### src/rtl/adc_seq_regs.svh
// register indices, field positions, reset values and timing counts of the converter
// assumes a 32-bit AXI4-Lite slave; byte address = 4 * register index
//
// Summary of operation
// - result format bit picks right or left justify
// - calibrate-next bit calibrates the next conversion
// - acquisition field selects 0 to 20 bit periods
// - clock field selects system divider or RC
// - RC clock adds one instruction cycle delay
// - write-once resolution bit: 1 ten, 0 twelve
// - pin bit 1 digital, 0 analog reads zero
// - reset returns all shared pins to analog
// - bit 7 requests band gap power, ORed
// - sleep conversions only with RC clock
// - successive approximation, one decision per bit period
// - completion loads result, clears go, sets flag
// - reset clears registers except result pair, sets ten-bit resolution, aborts conversion
// - power-on reset leaves result pair untouched
// - nonzero acquisition inserted after go set
// - two bit periods idle after each conversion
// - references selectable between rails and pins
// - go reads busy; on bit enables converter
// - channel codes: 0-12 pins, core, band gap
// - conversion lasts 11 or 13 bit periods
// - clearing go aborts, result keeps old value
`ifndef ADC_SEQ_REGS_SVH
`define ADC_SEQ_REGS_SVH

`define IDX_PIN_CFG_LOW   22'h000f48
`define IDX_PIN_CFG_HIGH  22'h000f49
`define IDX_RESULT_HIGH   22'h000f4a
`define IDX_RESULT_LOW    22'h000f4b
`define IDX_IRQ_CTRL      22'h000f4c
`define IDX_CTRL_ONE      22'h000fc1
`define IDX_CTRL_ZERO     22'h000fc2
`define IDX_CFG3_HIGH     22'h300005

`define CZ_VREF_NEG_BIT   7
`define CZ_VREF_POS_BIT   6
`define CZ_CHAN_LSB       2
`define CZ_GO_BIT         1
`define CZ_ON_BIT         0
`define CO_JUSTIFY_BIT    7
`define CO_CAL_BIT        6
`define CO_ACQ_LSB        3
`define CO_CLK_LSB        0
`define PH_BANDGAP_BIT    7
`define CF_RES_BIT        1
`define IRQ_FLAG_BIT      0
`define IRQ_EN_BIT        1

`define CFG3_READ_BASE    8'hf9
`define RES_SEL_RESET     1'b1
`define CLK_SEL_RC        3'h3
`define RESP_OKAY         2'h0
`define RESP_SLVERR       2'h2

`define TCY_CLKS          3'h4
`define GAP_TICKS         5'h2
`define CONV_TICKS_TEN    5'hb
`define CONV_TICKS_TWELVE 5'hd

`endif

### src/rtl/adc_seq_pkg.sv
// types shared by the converter sequencer
// assumes nothing beyond the register header
package adc_seq_pkg;

  typedef enum logic [2:0] {
    SEQ_IDLE  = 3'b000,
    SEQ_ACQ   = 3'b001,
    SEQ_DELAY = 3'b010,
    SEQ_CONV  = 3'b011,
    SEQ_GAP   = 3'b100
  } seq_state_t;

  typedef struct packed {
    logic        sample_en;
    logic        convert_active;
    logic        cal_active;
    logic        twelve_bit;
    logic        vref_pos_ext;
    logic        vref_neg_ext;
    logic [3:0]  channel_sel;
    logic [11:0] dac_code;
  } ana_ctrl_t;

  typedef struct packed {
    logic        awready;
    logic        wready;
    logic        bvalid;
    logic [1:0]  bresp;
    logic        arready;
    logic        rvalid;
    logic [1:0]  rresp;
    logic [31:0] rdata;
    logic        aw_have;
    logic [21:0] aw_idx;
    logic        w_have;
    logic [7:0]  wbyte;
    logic        wlane0;
    logic        vref_neg;
    logic        vref_pos;
    logic [3:0]  channel_sel;
    logic        go;
    logic        converter_on;
    logic        result_justify_sel;
    logic        calibrate_next;
    logic [2:0]  acq_time_sel;
    logic [2:0]  conv_clock_sel;
    logic        resolution_sel;
    logic        res_written;
    logic [12:0] pin_digital_sel;
    logic        bandgap_enable;
    logic        conv_done_irq_flag;
    logic        conv_done_irq_enable;
    seq_state_t  seq;
    logic [5:0]  div_cnt;
    logic [4:0]  tick_cnt;
    logic [2:0]  dly_cnt;
    logic [11:0] sar;
    logic [3:0]  bit_pos;
    ana_ctrl_t   ana;
    logic        bandgap_req;
    logic [12:0] pin_digital_in;
    logic [12:0] pin_analog;
  } state_t;

endpackage : adc_seq_pkg

### src/rtl/adc_sequencer_config.sv
// converter control: AXI4-Lite registers, bit clock, acquisition and SAR sequencer
// assumes comparator and rc tick inputs synchronous to clk
`timescale 1ns/1ps
`include "adc_seq_regs.svh"

module adc_sequencer_config
  import adc_seq_pkg::*;
#(
  parameter int ADDR_W   = 24,
  parameter int NUM_PINS = 13
) (
  input  wire logic              clk,
  input  wire logic              resetn,
  input  wire logic [ADDR_W-1:0] s_axi_awaddr,
  input  wire logic              s_axi_awvalid,
  output logic                   s_axi_awready,
  input  wire logic [31:0]       s_axi_wdata,
  input  wire logic [3:0]        s_axi_wstrb,
  input  wire logic              s_axi_wvalid,
  output logic                   s_axi_wready,
  output logic [1:0]             s_axi_bresp,
  output logic                   s_axi_bvalid,
  input  wire logic              s_axi_bready,
  input  wire logic [ADDR_W-1:0] s_axi_araddr,
  input  wire logic              s_axi_arvalid,
  output logic                   s_axi_arready,
  output logic [31:0]            s_axi_rdata,
  output logic [1:0]             s_axi_rresp,
  output logic                   s_axi_rvalid,
  input  wire logic              s_axi_rready,
  input  wire logic              rc_osc_tick,
  input  wire logic              sleep_mode,
  input  wire logic              comp_above,
  input  wire logic              other_bandgap_req,
  input  wire logic [12:0]       pin_in,
  output ana_ctrl_t              ana_ctrl,
  output logic                   bandgap_power_req,
  output logic [12:0]            pin_digital_in,
  output logic [12:0]            pin_analog,
  output logic                   conv_done_irq_flag
);

  if (ADDR_W < 24) begin : g_addr_chk
    $error("ADDR_W must be at least 24");
  end
  if (NUM_PINS != 13) begin : g_pin_chk
    $error("NUM_PINS must be 13");
  end

  // bit period length in clk cycles, minus one
  function automatic logic [5:0] div_last(input logic [2:0] sel);
    case (sel)
      3'h0:    div_last = 6'h01;
      3'h1:    div_last = 6'h07;
      3'h2:    div_last = 6'h1f;
      3'h4:    div_last = 6'h03;
      3'h5:    div_last = 6'h0f;
      default: div_last = 6'h3f;
    endcase
  endfunction : div_last

  function automatic logic [4:0] acq_ticks(input logic [2:0] sel);
    case (sel)
      3'h7:    acq_ticks = 5'h14;
      3'h6:    acq_ticks = 5'h10;
      3'h5:    acq_ticks = 5'h0c;
      3'h4:    acq_ticks = 5'h08;
      3'h3:    acq_ticks = 5'h06;
      3'h2:    acq_ticks = 5'h04;
      3'h1:    acq_ticks = 5'h02;
      default: acq_ticks = 5'h00;
    endcase
  endfunction : acq_ticks

  function automatic logic [15:0] justify(input logic [11:0] sar, input logic ten,
                                          input logic right);
    if (ten) begin
      justify = right ? {6'h00, sar[9:0]} : {sar[9:0], 6'h00};
    end else begin
      justify = right ? {4'h0, sar} : {sar, 4'h0};
    end
  endfunction : justify

  logic [1:0]  rst_sync_reg;
  logic        rst_n;
  state_t      st_reg;
  state_t      st_next;
  logic [15:0] result_reg;
  logic [15:0] result_next;
  logic        result_we;

  always_ff @(posedge clk or negedge resetn) begin
    if (!resetn) begin
      rst_sync_reg <= 2'h0;
    end else begin
      rst_sync_reg <= {rst_sync_reg[0], 1'b1};
    end
  end
  assign rst_n = rst_sync_reg[1];

  logic [4:0]  conv_len;
  logic [4:0]  acq_len;
  logic        use_rc;
  logic        bit_tick;
  logic        ten_bit;
  logic [21:0] rd_idx;
  logic [7:0]  rd_byte;
  logic        rd_hit;
  logic        busy;
  logic        do_write;

  always_comb begin
    ten_bit  = st_reg.resolution_sel;
    conv_len = ten_bit ? `CONV_TICKS_TEN : `CONV_TICKS_TWELVE;
    acq_len  = acq_ticks(st_reg.acq_time_sel);
    use_rc   = (st_reg.conv_clock_sel == `CLK_SEL_RC);
    // in sleep only the rc clock keeps running
    if (use_rc) begin
      bit_tick = rc_osc_tick;
    end else begin
      bit_tick = !sleep_mode && (st_reg.div_cnt == div_last(st_reg.conv_clock_sel));
    end
    busy = (st_reg.seq == SEQ_ACQ) || (st_reg.seq == SEQ_DELAY) || (st_reg.seq == SEQ_CONV);

    rd_idx  = s_axi_araddr[23:2];
    rd_hit  = 1'b1;
    rd_byte = 8'h00;
    case (rd_idx)
      `IDX_PIN_CFG_LOW:  rd_byte = st_reg.pin_digital_sel[7:0];
      `IDX_PIN_CFG_HIGH: rd_byte = {st_reg.bandgap_enable, 2'b00,
                                    st_reg.pin_digital_sel[12:8]};
      `IDX_RESULT_HIGH:  rd_byte = result_reg[15:8];
      `IDX_RESULT_LOW:   rd_byte = result_reg[7:0];
      `IDX_IRQ_CTRL:     rd_byte = {6'h00, st_reg.conv_done_irq_enable,
                                    st_reg.conv_done_irq_flag};
      `IDX_CTRL_ONE:     rd_byte = {st_reg.result_justify_sel, st_reg.calibrate_next,
                                    st_reg.acq_time_sel, st_reg.conv_clock_sel};
      `IDX_CTRL_ZERO:    rd_byte = {st_reg.vref_neg, st_reg.vref_pos, st_reg.channel_sel,
                                    st_reg.go, st_reg.converter_on};
      `IDX_CFG3_HIGH:    rd_byte = `CFG3_READ_BASE | {6'h00, st_reg.resolution_sel, 1'b0};
      default:           rd_hit  = 1'b0;
    endcase

    st_next     = st_reg;
    result_next = result_reg;
    result_we   = 1'b0;
    do_write    = 1'b0;

    // write channel: address and data taken in either order
    if (s_axi_awvalid && st_reg.awready) begin
      st_next.aw_have = 1'b1;
      st_next.aw_idx  = s_axi_awaddr[23:2];
    end
    if (s_axi_wvalid && st_reg.wready) begin
      st_next.w_have = 1'b1;
      st_next.wbyte  = s_axi_wdata[7:0];
      st_next.wlane0 = s_axi_wstrb[0];
    end
    if (st_reg.bvalid && s_axi_bready) begin
      st_next.bvalid = 1'b0;
    end
    if (st_reg.aw_have && st_reg.w_have && !st_reg.bvalid) begin
      do_write        = st_reg.wlane0;
      st_next.aw_have = 1'b0;
      st_next.w_have  = 1'b0;
      st_next.bvalid  = 1'b1;
      st_next.bresp   = `RESP_OKAY;
      case (st_reg.aw_idx)
        `IDX_PIN_CFG_LOW, `IDX_PIN_CFG_HIGH, `IDX_RESULT_HIGH, `IDX_RESULT_LOW,
        `IDX_IRQ_CTRL, `IDX_CTRL_ONE, `IDX_CTRL_ZERO, `IDX_CFG3_HIGH: ;
        default: begin
          st_next.bresp = `RESP_SLVERR;
          do_write      = 1'b0;
        end
      endcase
    end
    st_next.awready = !st_next.aw_have && !st_next.bvalid;
    st_next.wready  = !st_next.w_have && !st_next.bvalid;

    if (do_write) begin
      case (st_reg.aw_idx)
        `IDX_PIN_CFG_LOW: st_next.pin_digital_sel[7:0] = st_reg.wbyte;
        `IDX_PIN_CFG_HIGH: begin
          st_next.pin_digital_sel[12:8] = st_reg.wbyte[4:0];
          st_next.bandgap_enable        = st_reg.wbyte[`PH_BANDGAP_BIT];
        end
        `IDX_RESULT_HIGH: begin
          result_next = {st_reg.wbyte, result_reg[7:0]};
          result_we   = 1'b1;
        end
        `IDX_RESULT_LOW: begin
          result_next = {result_reg[15:8], st_reg.wbyte};
          result_we   = 1'b1;
        end
        `IDX_IRQ_CTRL: begin
          st_next.conv_done_irq_flag   = st_reg.wbyte[`IRQ_FLAG_BIT];
          st_next.conv_done_irq_enable = st_reg.wbyte[`IRQ_EN_BIT];
        end
        `IDX_CTRL_ONE: begin
          st_next.result_justify_sel = st_reg.wbyte[`CO_JUSTIFY_BIT];
          st_next.calibrate_next     = st_reg.wbyte[`CO_CAL_BIT];
          st_next.acq_time_sel       = st_reg.wbyte[`CO_ACQ_LSB +: 3];
          st_next.conv_clock_sel     = st_reg.wbyte[`CO_CLK_LSB +: 3];
        end
        `IDX_CTRL_ZERO: begin
          st_next.vref_neg     = st_reg.wbyte[`CZ_VREF_NEG_BIT];
          st_next.vref_pos     = st_reg.wbyte[`CZ_VREF_POS_BIT];
          st_next.channel_sel  = st_reg.wbyte[`CZ_CHAN_LSB +: 4];
          st_next.converter_on = st_reg.wbyte[`CZ_ON_BIT];
          // go only takes when the module was already on
          st_next.go = st_reg.wbyte[`CZ_GO_BIT] && st_reg.converter_on;
        end
        `IDX_CFG3_HIGH: begin
          if (!st_reg.res_written) begin
            st_next.resolution_sel = st_reg.wbyte[`CF_RES_BIT];
            st_next.res_written    = 1'b1;
          end
        end
        default: ;
      endcase
    end

    // read channel
    if (st_reg.rvalid && s_axi_rready) begin
      st_next.rvalid = 1'b0;
    end
    if (s_axi_arvalid && st_reg.arready) begin
      st_next.rvalid = 1'b1;
      st_next.rdata  = {24'h000000, rd_byte};
      st_next.rresp  = rd_hit ? `RESP_OKAY : `RESP_SLVERR;
    end
    st_next.arready = !st_next.rvalid;

    // bit clock divider
    if (bit_tick || use_rc) begin
      st_next.div_cnt = 6'h00;
    end else if (!sleep_mode) begin
      st_next.div_cnt = st_reg.div_cnt + 6'h01;
    end

    // sequencer
    if (busy && !st_next.go) begin
      st_next.seq      = SEQ_GAP;
      st_next.tick_cnt = 5'h00;
    end else begin
      unique case (st_reg.seq)
        SEQ_IDLE: begin
          if (st_next.go && st_next.converter_on) begin
            st_next.tick_cnt = 5'h00;
            if (acq_len != 5'h00) begin
              st_next.seq = SEQ_ACQ;
            end else if (use_rc) begin
              st_next.seq     = SEQ_DELAY;
              st_next.dly_cnt = 3'h0;
            end else begin
              st_next.seq     = SEQ_CONV;
              st_next.bit_pos = ten_bit ? 4'h9 : 4'hb;
              st_next.sar     = ten_bit ? 12'h200 : 12'h800;
            end
          end
        end
        SEQ_ACQ: begin
          if (bit_tick) begin
            if (st_reg.tick_cnt == acq_len - 5'h01) begin
              st_next.tick_cnt = 5'h00;
              if (use_rc) begin
                st_next.seq     = SEQ_DELAY;
                st_next.dly_cnt = 3'h0;
              end else begin
                st_next.seq     = SEQ_CONV;
                st_next.bit_pos = ten_bit ? 4'h9 : 4'hb;
                st_next.sar     = ten_bit ? 12'h200 : 12'h800;
              end
            end else begin
              st_next.tick_cnt = st_reg.tick_cnt + 5'h01;
            end
          end
        end
        SEQ_DELAY: begin
          if (st_reg.dly_cnt == `TCY_CLKS - 3'h1) begin
            st_next.seq      = SEQ_CONV;
            st_next.tick_cnt = 5'h00;
            st_next.bit_pos  = ten_bit ? 4'h9 : 4'hb;
            st_next.sar      = ten_bit ? 12'h200 : 12'h800;
          end else begin
            st_next.dly_cnt = st_reg.dly_cnt + 3'h1;
          end
        end
        SEQ_CONV: begin
          if (bit_tick) begin
            // one comparator decision per bit period, msb first
            if (st_reg.tick_cnt < (ten_bit ? 5'h0a : 5'h0c)) begin
              st_next.sar[st_reg.bit_pos] = comp_above;
              if (st_reg.bit_pos != 4'h0) begin
                st_next.sar[st_reg.bit_pos - 4'h1] = 1'b1;
                st_next.bit_pos                    = st_reg.bit_pos - 4'h1;
              end
            end
            if (st_reg.tick_cnt == conv_len - 5'h01) begin
              result_next = justify(st_next.sar, ten_bit,
                                    st_reg.result_justify_sel);
              result_we                  = 1'b1;
              st_next.go                 = 1'b0;
              st_next.conv_done_irq_flag = 1'b1;
              st_next.seq                = SEQ_GAP;
              st_next.tick_cnt           = 5'h00;
            end else begin
              st_next.tick_cnt = st_reg.tick_cnt + 5'h01;
            end
          end
        end
        SEQ_GAP: begin
          if (bit_tick) begin
            if (st_reg.tick_cnt == `GAP_TICKS - 5'h01) begin
              st_next.seq      = SEQ_IDLE;
              st_next.tick_cnt = 5'h00;
            end else begin
              st_next.tick_cnt = st_reg.tick_cnt + 5'h01;
            end
          end
        end
        default: st_next.seq = SEQ_IDLE;
      endcase
    end
    if (!st_next.converter_on) begin
      st_next.seq = SEQ_IDLE;
      st_next.go  = 1'b0;
    end

    // registered outputs to the analog side and pins
    st_next.ana.sample_en      = st_next.converter_on && (st_next.seq != SEQ_CONV);
    st_next.ana.convert_active = (st_next.seq == SEQ_CONV);
    st_next.ana.cal_active     = (st_next.seq == SEQ_CONV) && st_next.calibrate_next;
    st_next.ana.twelve_bit     = !st_next.resolution_sel;
    st_next.ana.vref_pos_ext   = st_next.vref_pos;
    st_next.ana.vref_neg_ext   = st_next.vref_neg;
    st_next.ana.channel_sel    = st_next.channel_sel;
    st_next.ana.dac_code       = st_next.sar;
    st_next.bandgap_req        = st_next.bandgap_enable || other_bandgap_req;
    st_next.pin_digital_in     = pin_in & st_next.pin_digital_sel;
    st_next.pin_analog         = ~st_next.pin_digital_sel;
  end

  always_ff @(posedge clk or negedge rst_n) begin
    if (!rst_n) begin
      st_reg                <= '0;
      st_reg.awready        <= 1'b1;
      st_reg.wready         <= 1'b1;
      st_reg.arready        <= 1'b1;
      st_reg.seq            <= SEQ_IDLE;
      st_reg.resolution_sel <= `RES_SEL_RESET;
      st_reg.pin_analog     <= 13'h1fff;
    end else begin
      st_reg <= st_next;
    end
  end

  // no reset: contents survive any reset and are unknown at power-up
  always_ff @(posedge clk) begin
    if (result_we) begin
      result_reg <= result_next;
    end
  end

  assign s_axi_awready      = st_reg.awready;
  assign s_axi_wready       = st_reg.wready;
  assign s_axi_bvalid       = st_reg.bvalid;
  assign s_axi_bresp        = st_reg.bresp;
  assign s_axi_arready      = st_reg.arready;
  assign s_axi_rvalid       = st_reg.rvalid;
  assign s_axi_rresp        = st_reg.rresp;
  assign s_axi_rdata        = st_reg.rdata;
  assign ana_ctrl           = st_reg.ana;
  assign bandgap_power_req  = st_reg.bandgap_req;
  assign pin_digital_in     = st_reg.pin_digital_in;
  assign pin_analog         = st_reg.pin_analog;
  assign conv_done_irq_flag = st_reg.conv_done_irq_flag;

endmodule : adc_sequencer_config

### config.mk
export PLATFORM = sky130hd
export DESIGN_NAME = adc_sequencer_config
export DESIGN_NICKNAME = d
export VERILOG_FILES = /design/src/rtl/adc_seq_pkg.sv /design/src/rtl/adc_sequencer_config.sv
export VERILOG_INCLUDE_DIRS = /design/src /design/src/rtl
export SDC_FILE = /design/constraint.sdc
export NUM_CORES = 1
export LEC_CHECK = 0
export BUFFER_PORTS_ARGS = -buffer_cell sky130_fd_sc_hd__clkbuf_2
export CORE_ASPECT_RATIO = 2
export CORE_UTILIZATION = 45
export DETAILED_ROUTE_END_ITERATION = 8
export GPL_TIMING_DRIVEN = 0
export PLACE_DENSITY = 0.71
export SLEW_MARGIN = 15
export SYNTH_ARGS = -nofsm -noshare
export SYNTH_HDL_FRONTEND = slang
export SYNTH_SLANG_ARGS = --single-unit
export TNS_END_PERCENT = 1
### constraint.sdc
create_clock -name clk -period 10.8 [get_ports clk]
set_input_delay 2.7 -clock clk [delete_from_list [all_inputs] [get_ports clk]]
set_output_delay 2.7 -clock clk [all_outputs]
set_load 0.03 [all_outputs]
After elaboration in Yosys (flattened, before gate mapping)
Cells that the tools add are included.
{ "classes": {"add_sub_neg": 6, "mul": 0, "div_mod_pow": 0, "order_cmp": 5, "n_eq_ne": 54, "shifts": 0, "mux": 96, "bitwise_logic": 4, "n_reduce_logical": 47} }
{ "op_table": {"columns": ["cell", "n"], "rows": [
  ["$eq 22x12->1 const B", 14],
  ["$mux 16", 13],
  ["$pmux 16 s4", 1],
  ["$pmux 8 s8", 1],
  ["$mux 24", 2],
  ["$mux 3", 15],
  ["$eq 22x22->1 const B", 2],
  ["$mux 5", 8],
  ["$mux 19", 2],
  ["$mux 35", 1],
  ["$pmux 5 s7", 1],
  ["$pmux 16 s2", 1],
  ["$pmux 6 s5", 1],
  ["$mux 28", 1],
  ["$mux 1", 27],
  ["$pmux 5 s5", 1],
  ["$eq 3x2->1 const B", 8],
  ["$mux 23", 1],
  ["$eq 3x3->1 const B", 7],
  ["$mux 6", 3],
  ["$logic_and 1x1->1", 17],
  ["$mux 2", 8],
  ["$mux 8", 2],
  ["$reduce_or 8->1", 2],
  ["41 further kinds", 73]
]} }
{ "word_totals": {"register_bits": 166, "latch_bits": 0, "ramBits": 0, "romBits": 0, "output_inout_bits": 91, "mem_count": 0} }

Logic depth before layout (Yosys ltp)
{ "depth": {"word_depth": 14, "depth_mapped": 12, "depth_no_buf": 9} }

Worst setup path before layout
No wires, ideal clock.
{ "synth_path": {"path_kind": "input-to-reg", "start": "input sleep_mode", "end": "register result_reg[0], enable pin", "arrival_ns": 4.519, "required_time_ns": 10.461, "slack_ns": 5.942, "cell_stages": 7, "cell_sequence": "nor2b_1 -> o21ai_0 -> nor4_1 -> a21boi_1 -> nor4_2 -> clkbuf_1 -> a31o_2"} }
{ "synth_via": {"elab_chain_len": 6} }
{ "synth_rtl": {"columns": ["element", "line", "source"], "rows": [
  ["start, declared", "adc_sequencer_config.sv:32", "input wire logic sleep_mode,"],
  ["$logic_not 1->1", null, null],
  ["$logic_and 1x1->1", "adc_sequencer_config.sv:121", "bit_tick = !sleep_mode && (st_reg.div_cnt == div_last(st_reg.conv_clock_sel));"],
  ["$mux 1", "adc_sequencer_config.sv:118", "if (use_rc) begin"],
  ["$mux 1", "adc_sequencer_config.sv:290", "if (bit_tick) begin"],
  ["$mux 1", "adc_sequencer_config.sv:246", "unique case (st_reg.seq)"],
  ["$mux 1", "adc_sequencer_config.sv:242", "if (busy && !st_next.go) begin"],
  ["via result_we", "adc_sequencer_config.sv:90", "logic result_we;"],
  ["end signal, assigned", "adc_sequencer_config.sv:361", "result_reg <= result_next;"],
  ["end, declared", "adc_sequencer_config.sv:88", "logic [15:0] result_reg;"]
]} }
The timed path passes the listed nets, and every way through them passes these cells.
A chain may end at the register's enable or synchronous reset.

Worst setup path in the final report
{ "layout_path": {"start": "input sleep_mode", "end": "register result_reg[1], enable pin"} }
The elaborated chain is that of the path after synthesis.

==> results.cfg <==
[worst_setup_path]
crit_start = sleep_mode
r2r_start = st_reg[73]
crit_required_ps = 10890
worstPathArrival_ps = 5520
critPathCaptureType = register
setup.worst_path.start_class = input port
crit_type = in -> reg
crit_fanout = 16

[synth]
synth_area_mm2 = 0.00905
ys.flop_type = dfrtp_1
synth_common_cells = 131 x dfrtp_1, 84 x buf_4, 62 x nor2_1, 56 x mux2_2, 42 x o21ai_0
synthTopCellsByArea = dfrtp_1 36%, buf_4 7.0%, mux2_2 7.0%
ys_types = 79
synth-seq-cells = 164
synth_edf_count = 16
syn_inst = 874
post_synth.cell_area_avg_um2 = 10.4
synth_top_area_frac = 0.362
synth_top_area_cell = dfrtp_1
ys_warn_count = 0
yosysMostFrequentCell = dfrtp_1
synth-async-reset-ratio = 0.902
seq_area_frac_synth = 0.465

[clock_network]
clk_pin_slew_worst_paths_ps = 60
htreeDepth = 4
hold_buffers = 0
clockBufferDepth = 2
clock-sinks = 164
cts_tree = built
cts_buffers = 17
cts_resized = 0
clock_latency_ps = 450
cts_setup_buffers = 0
cts_root_buf = clkbuf_16

[timing]
relSlewSlack = 0.465
fmax_mhz = 184
fin_crit_sh = 0.503
final-setup-viol-count = 0
rsz0062_at_grt = false
drv_slew = 0
final_hold_viol_count = 0
fin_tns_setup_ps = 0
fin_skew_ps = 13.6
worstMarginPinSlew_ps = 796
min_period_ps = 5430

[cells_and_area]
largest_reg_flops = 80
fill_cells = 1829
final_area_mm2 = 0.0108
syn2layout_area_growth_pct = 19.4
drive_gt1_frac = 0.327
regArea_mm2 = 0.00421
fin_nets = 1177
multi_input_area_mm2 = 0.00403
antennaDiodeCount = 0

[floorplan]
design.core.area_mm2 = 0.0198
initial_utilization = 0.457
die_w_um = 102
rows = 73
die_h_um = 203
fp.dieArea_mm2 = 0.0207
ios = 199

[drt]
drtIter0Drc = 335
avgRoutedWirePerCell_um = 17.6
first_pass_iters = 5
num_vias = 7154
viasPerCell = 5.36
drc_errors = 0
drt-total-wl_um = 23400
ant_nets = 0

[power]
irDropWorstVdd_mv = 0.134
p_leak_nw = 5.04
pwr_density_cell_mw_per_mm2 = 152

[placement]
placed_cell_area_mm2 = 0.0102
hpwl_um = 18300
gp_congestion = 0.926
io_buffers = 140

[job]
maxCapViolCount = 0

[grt]
grt_pass1_vias = 6870
overflow = 0
antenna_found_initial = 0
grt_max_degree = 54
grt_usage = 0.237
grt_pass1_wl_um = 36300

[hold_path]
hp-class = reg -> reg
hp-start = rst_sync_reg[0]

[status]
run_status = finished clean
[routing by layer]
layer	GRT usage	wire, um	share of wire	vias to the layer above
met5	0	0	0	-
met4	0.132	1020	0.044	0
met3	0.0341	926	0.040	52
met2	0.440	13000	0.56	237
met1	0.246	8450	0.36	3456
li1	-	-	-	3409
[power by group]
group          internal [mW]  switching (mW)
clock                  0.353           0.245
sequential             0.699          0.0888
combinational          0.123           0.136
total                   1.17           0.470
[cell usage in the layout, fill, tap and decap left out, types with 27 or more instances in the layout]
master / n
clkbuf_2: 140
dfrtp_1: 130
buf_4: 84
nor2_1: 62
mux2_2: 56
o21ai_0: 42
clkbuf_1: 40
nand2_1: 40
mux2i_1: 39
inv_1: 30
nor2b_1: 27
conb_1: 27
[cell type report]
| cell class | instances | area share |
|---|---|---|
| clock buffer | 24 | 0.0436 |
| timing repair buffer | 142 | 0.0699 |
| clock inverter | 8 | 0.00949 |
| tap | 262 | 0.0303 |
| buffer | 125 | 0.0738 |
| inverter | 31 | 0.0108 |
| multi-input combinational | 579 | 0.373 |
| sequential | 164 | 0.389 |
[worst max-delay path, cell delays in order]
cell and delay, ps:
clkbuf_2 120, nor2b_1 220, o21ai_0 170, nor4_1 350, a21boi_1 260, nor4_2 750
clkbuf_1 470, a31o_2 470
[through the flow]
step	hold WS [ps]	setup slack (ps)	cells	total power, mW	util
2_1_floorplan	331	5940	899	0.958	-
3_3_place_gp	340	4630	1301	1.05	0.513
3_5_place_dp	341	5000	1303	1.06	0.516
4_1_cts	356	5470	1335	1.66	0.545
5_1_grt	365	5220	1335	1.72	0.545
6_report	354	5370	1335	1.64	0.545
[cell families after synthesis]
family	after synthesis	share of synthesized area
buffers and inverters	156	0.101
muxes	103	0.130
DFF	164	0.465
adders and majority gates	9	0.0124
AOI/OAI and AO/OA	167	0.123
xor gates and xnor gates	8	0.00774
other	2	0.000830
and+or+nand+nor	265	0.160
[path summary, 6_finish.rpt]
| check | end | cells after the start | slack (ps) |
|---|---|---|---|
| worst max-delay path | result_reg[1] | 8 | 5370 |
| worst min-delay path | rst_sync_reg[1] | 0 | 350 |
| worst max register to register | result_reg[1] | 7 | 7340 |
| worst min register to register | rst_sync_reg[1] | 0 | 350 |
| max in group asynchronous | rst_sync_reg[1] | 1 | 8650 |
| min in group asynchronous | st_reg[116] | 0 | 370 |
Note: power is estimated with default switching activity, not from simulation.
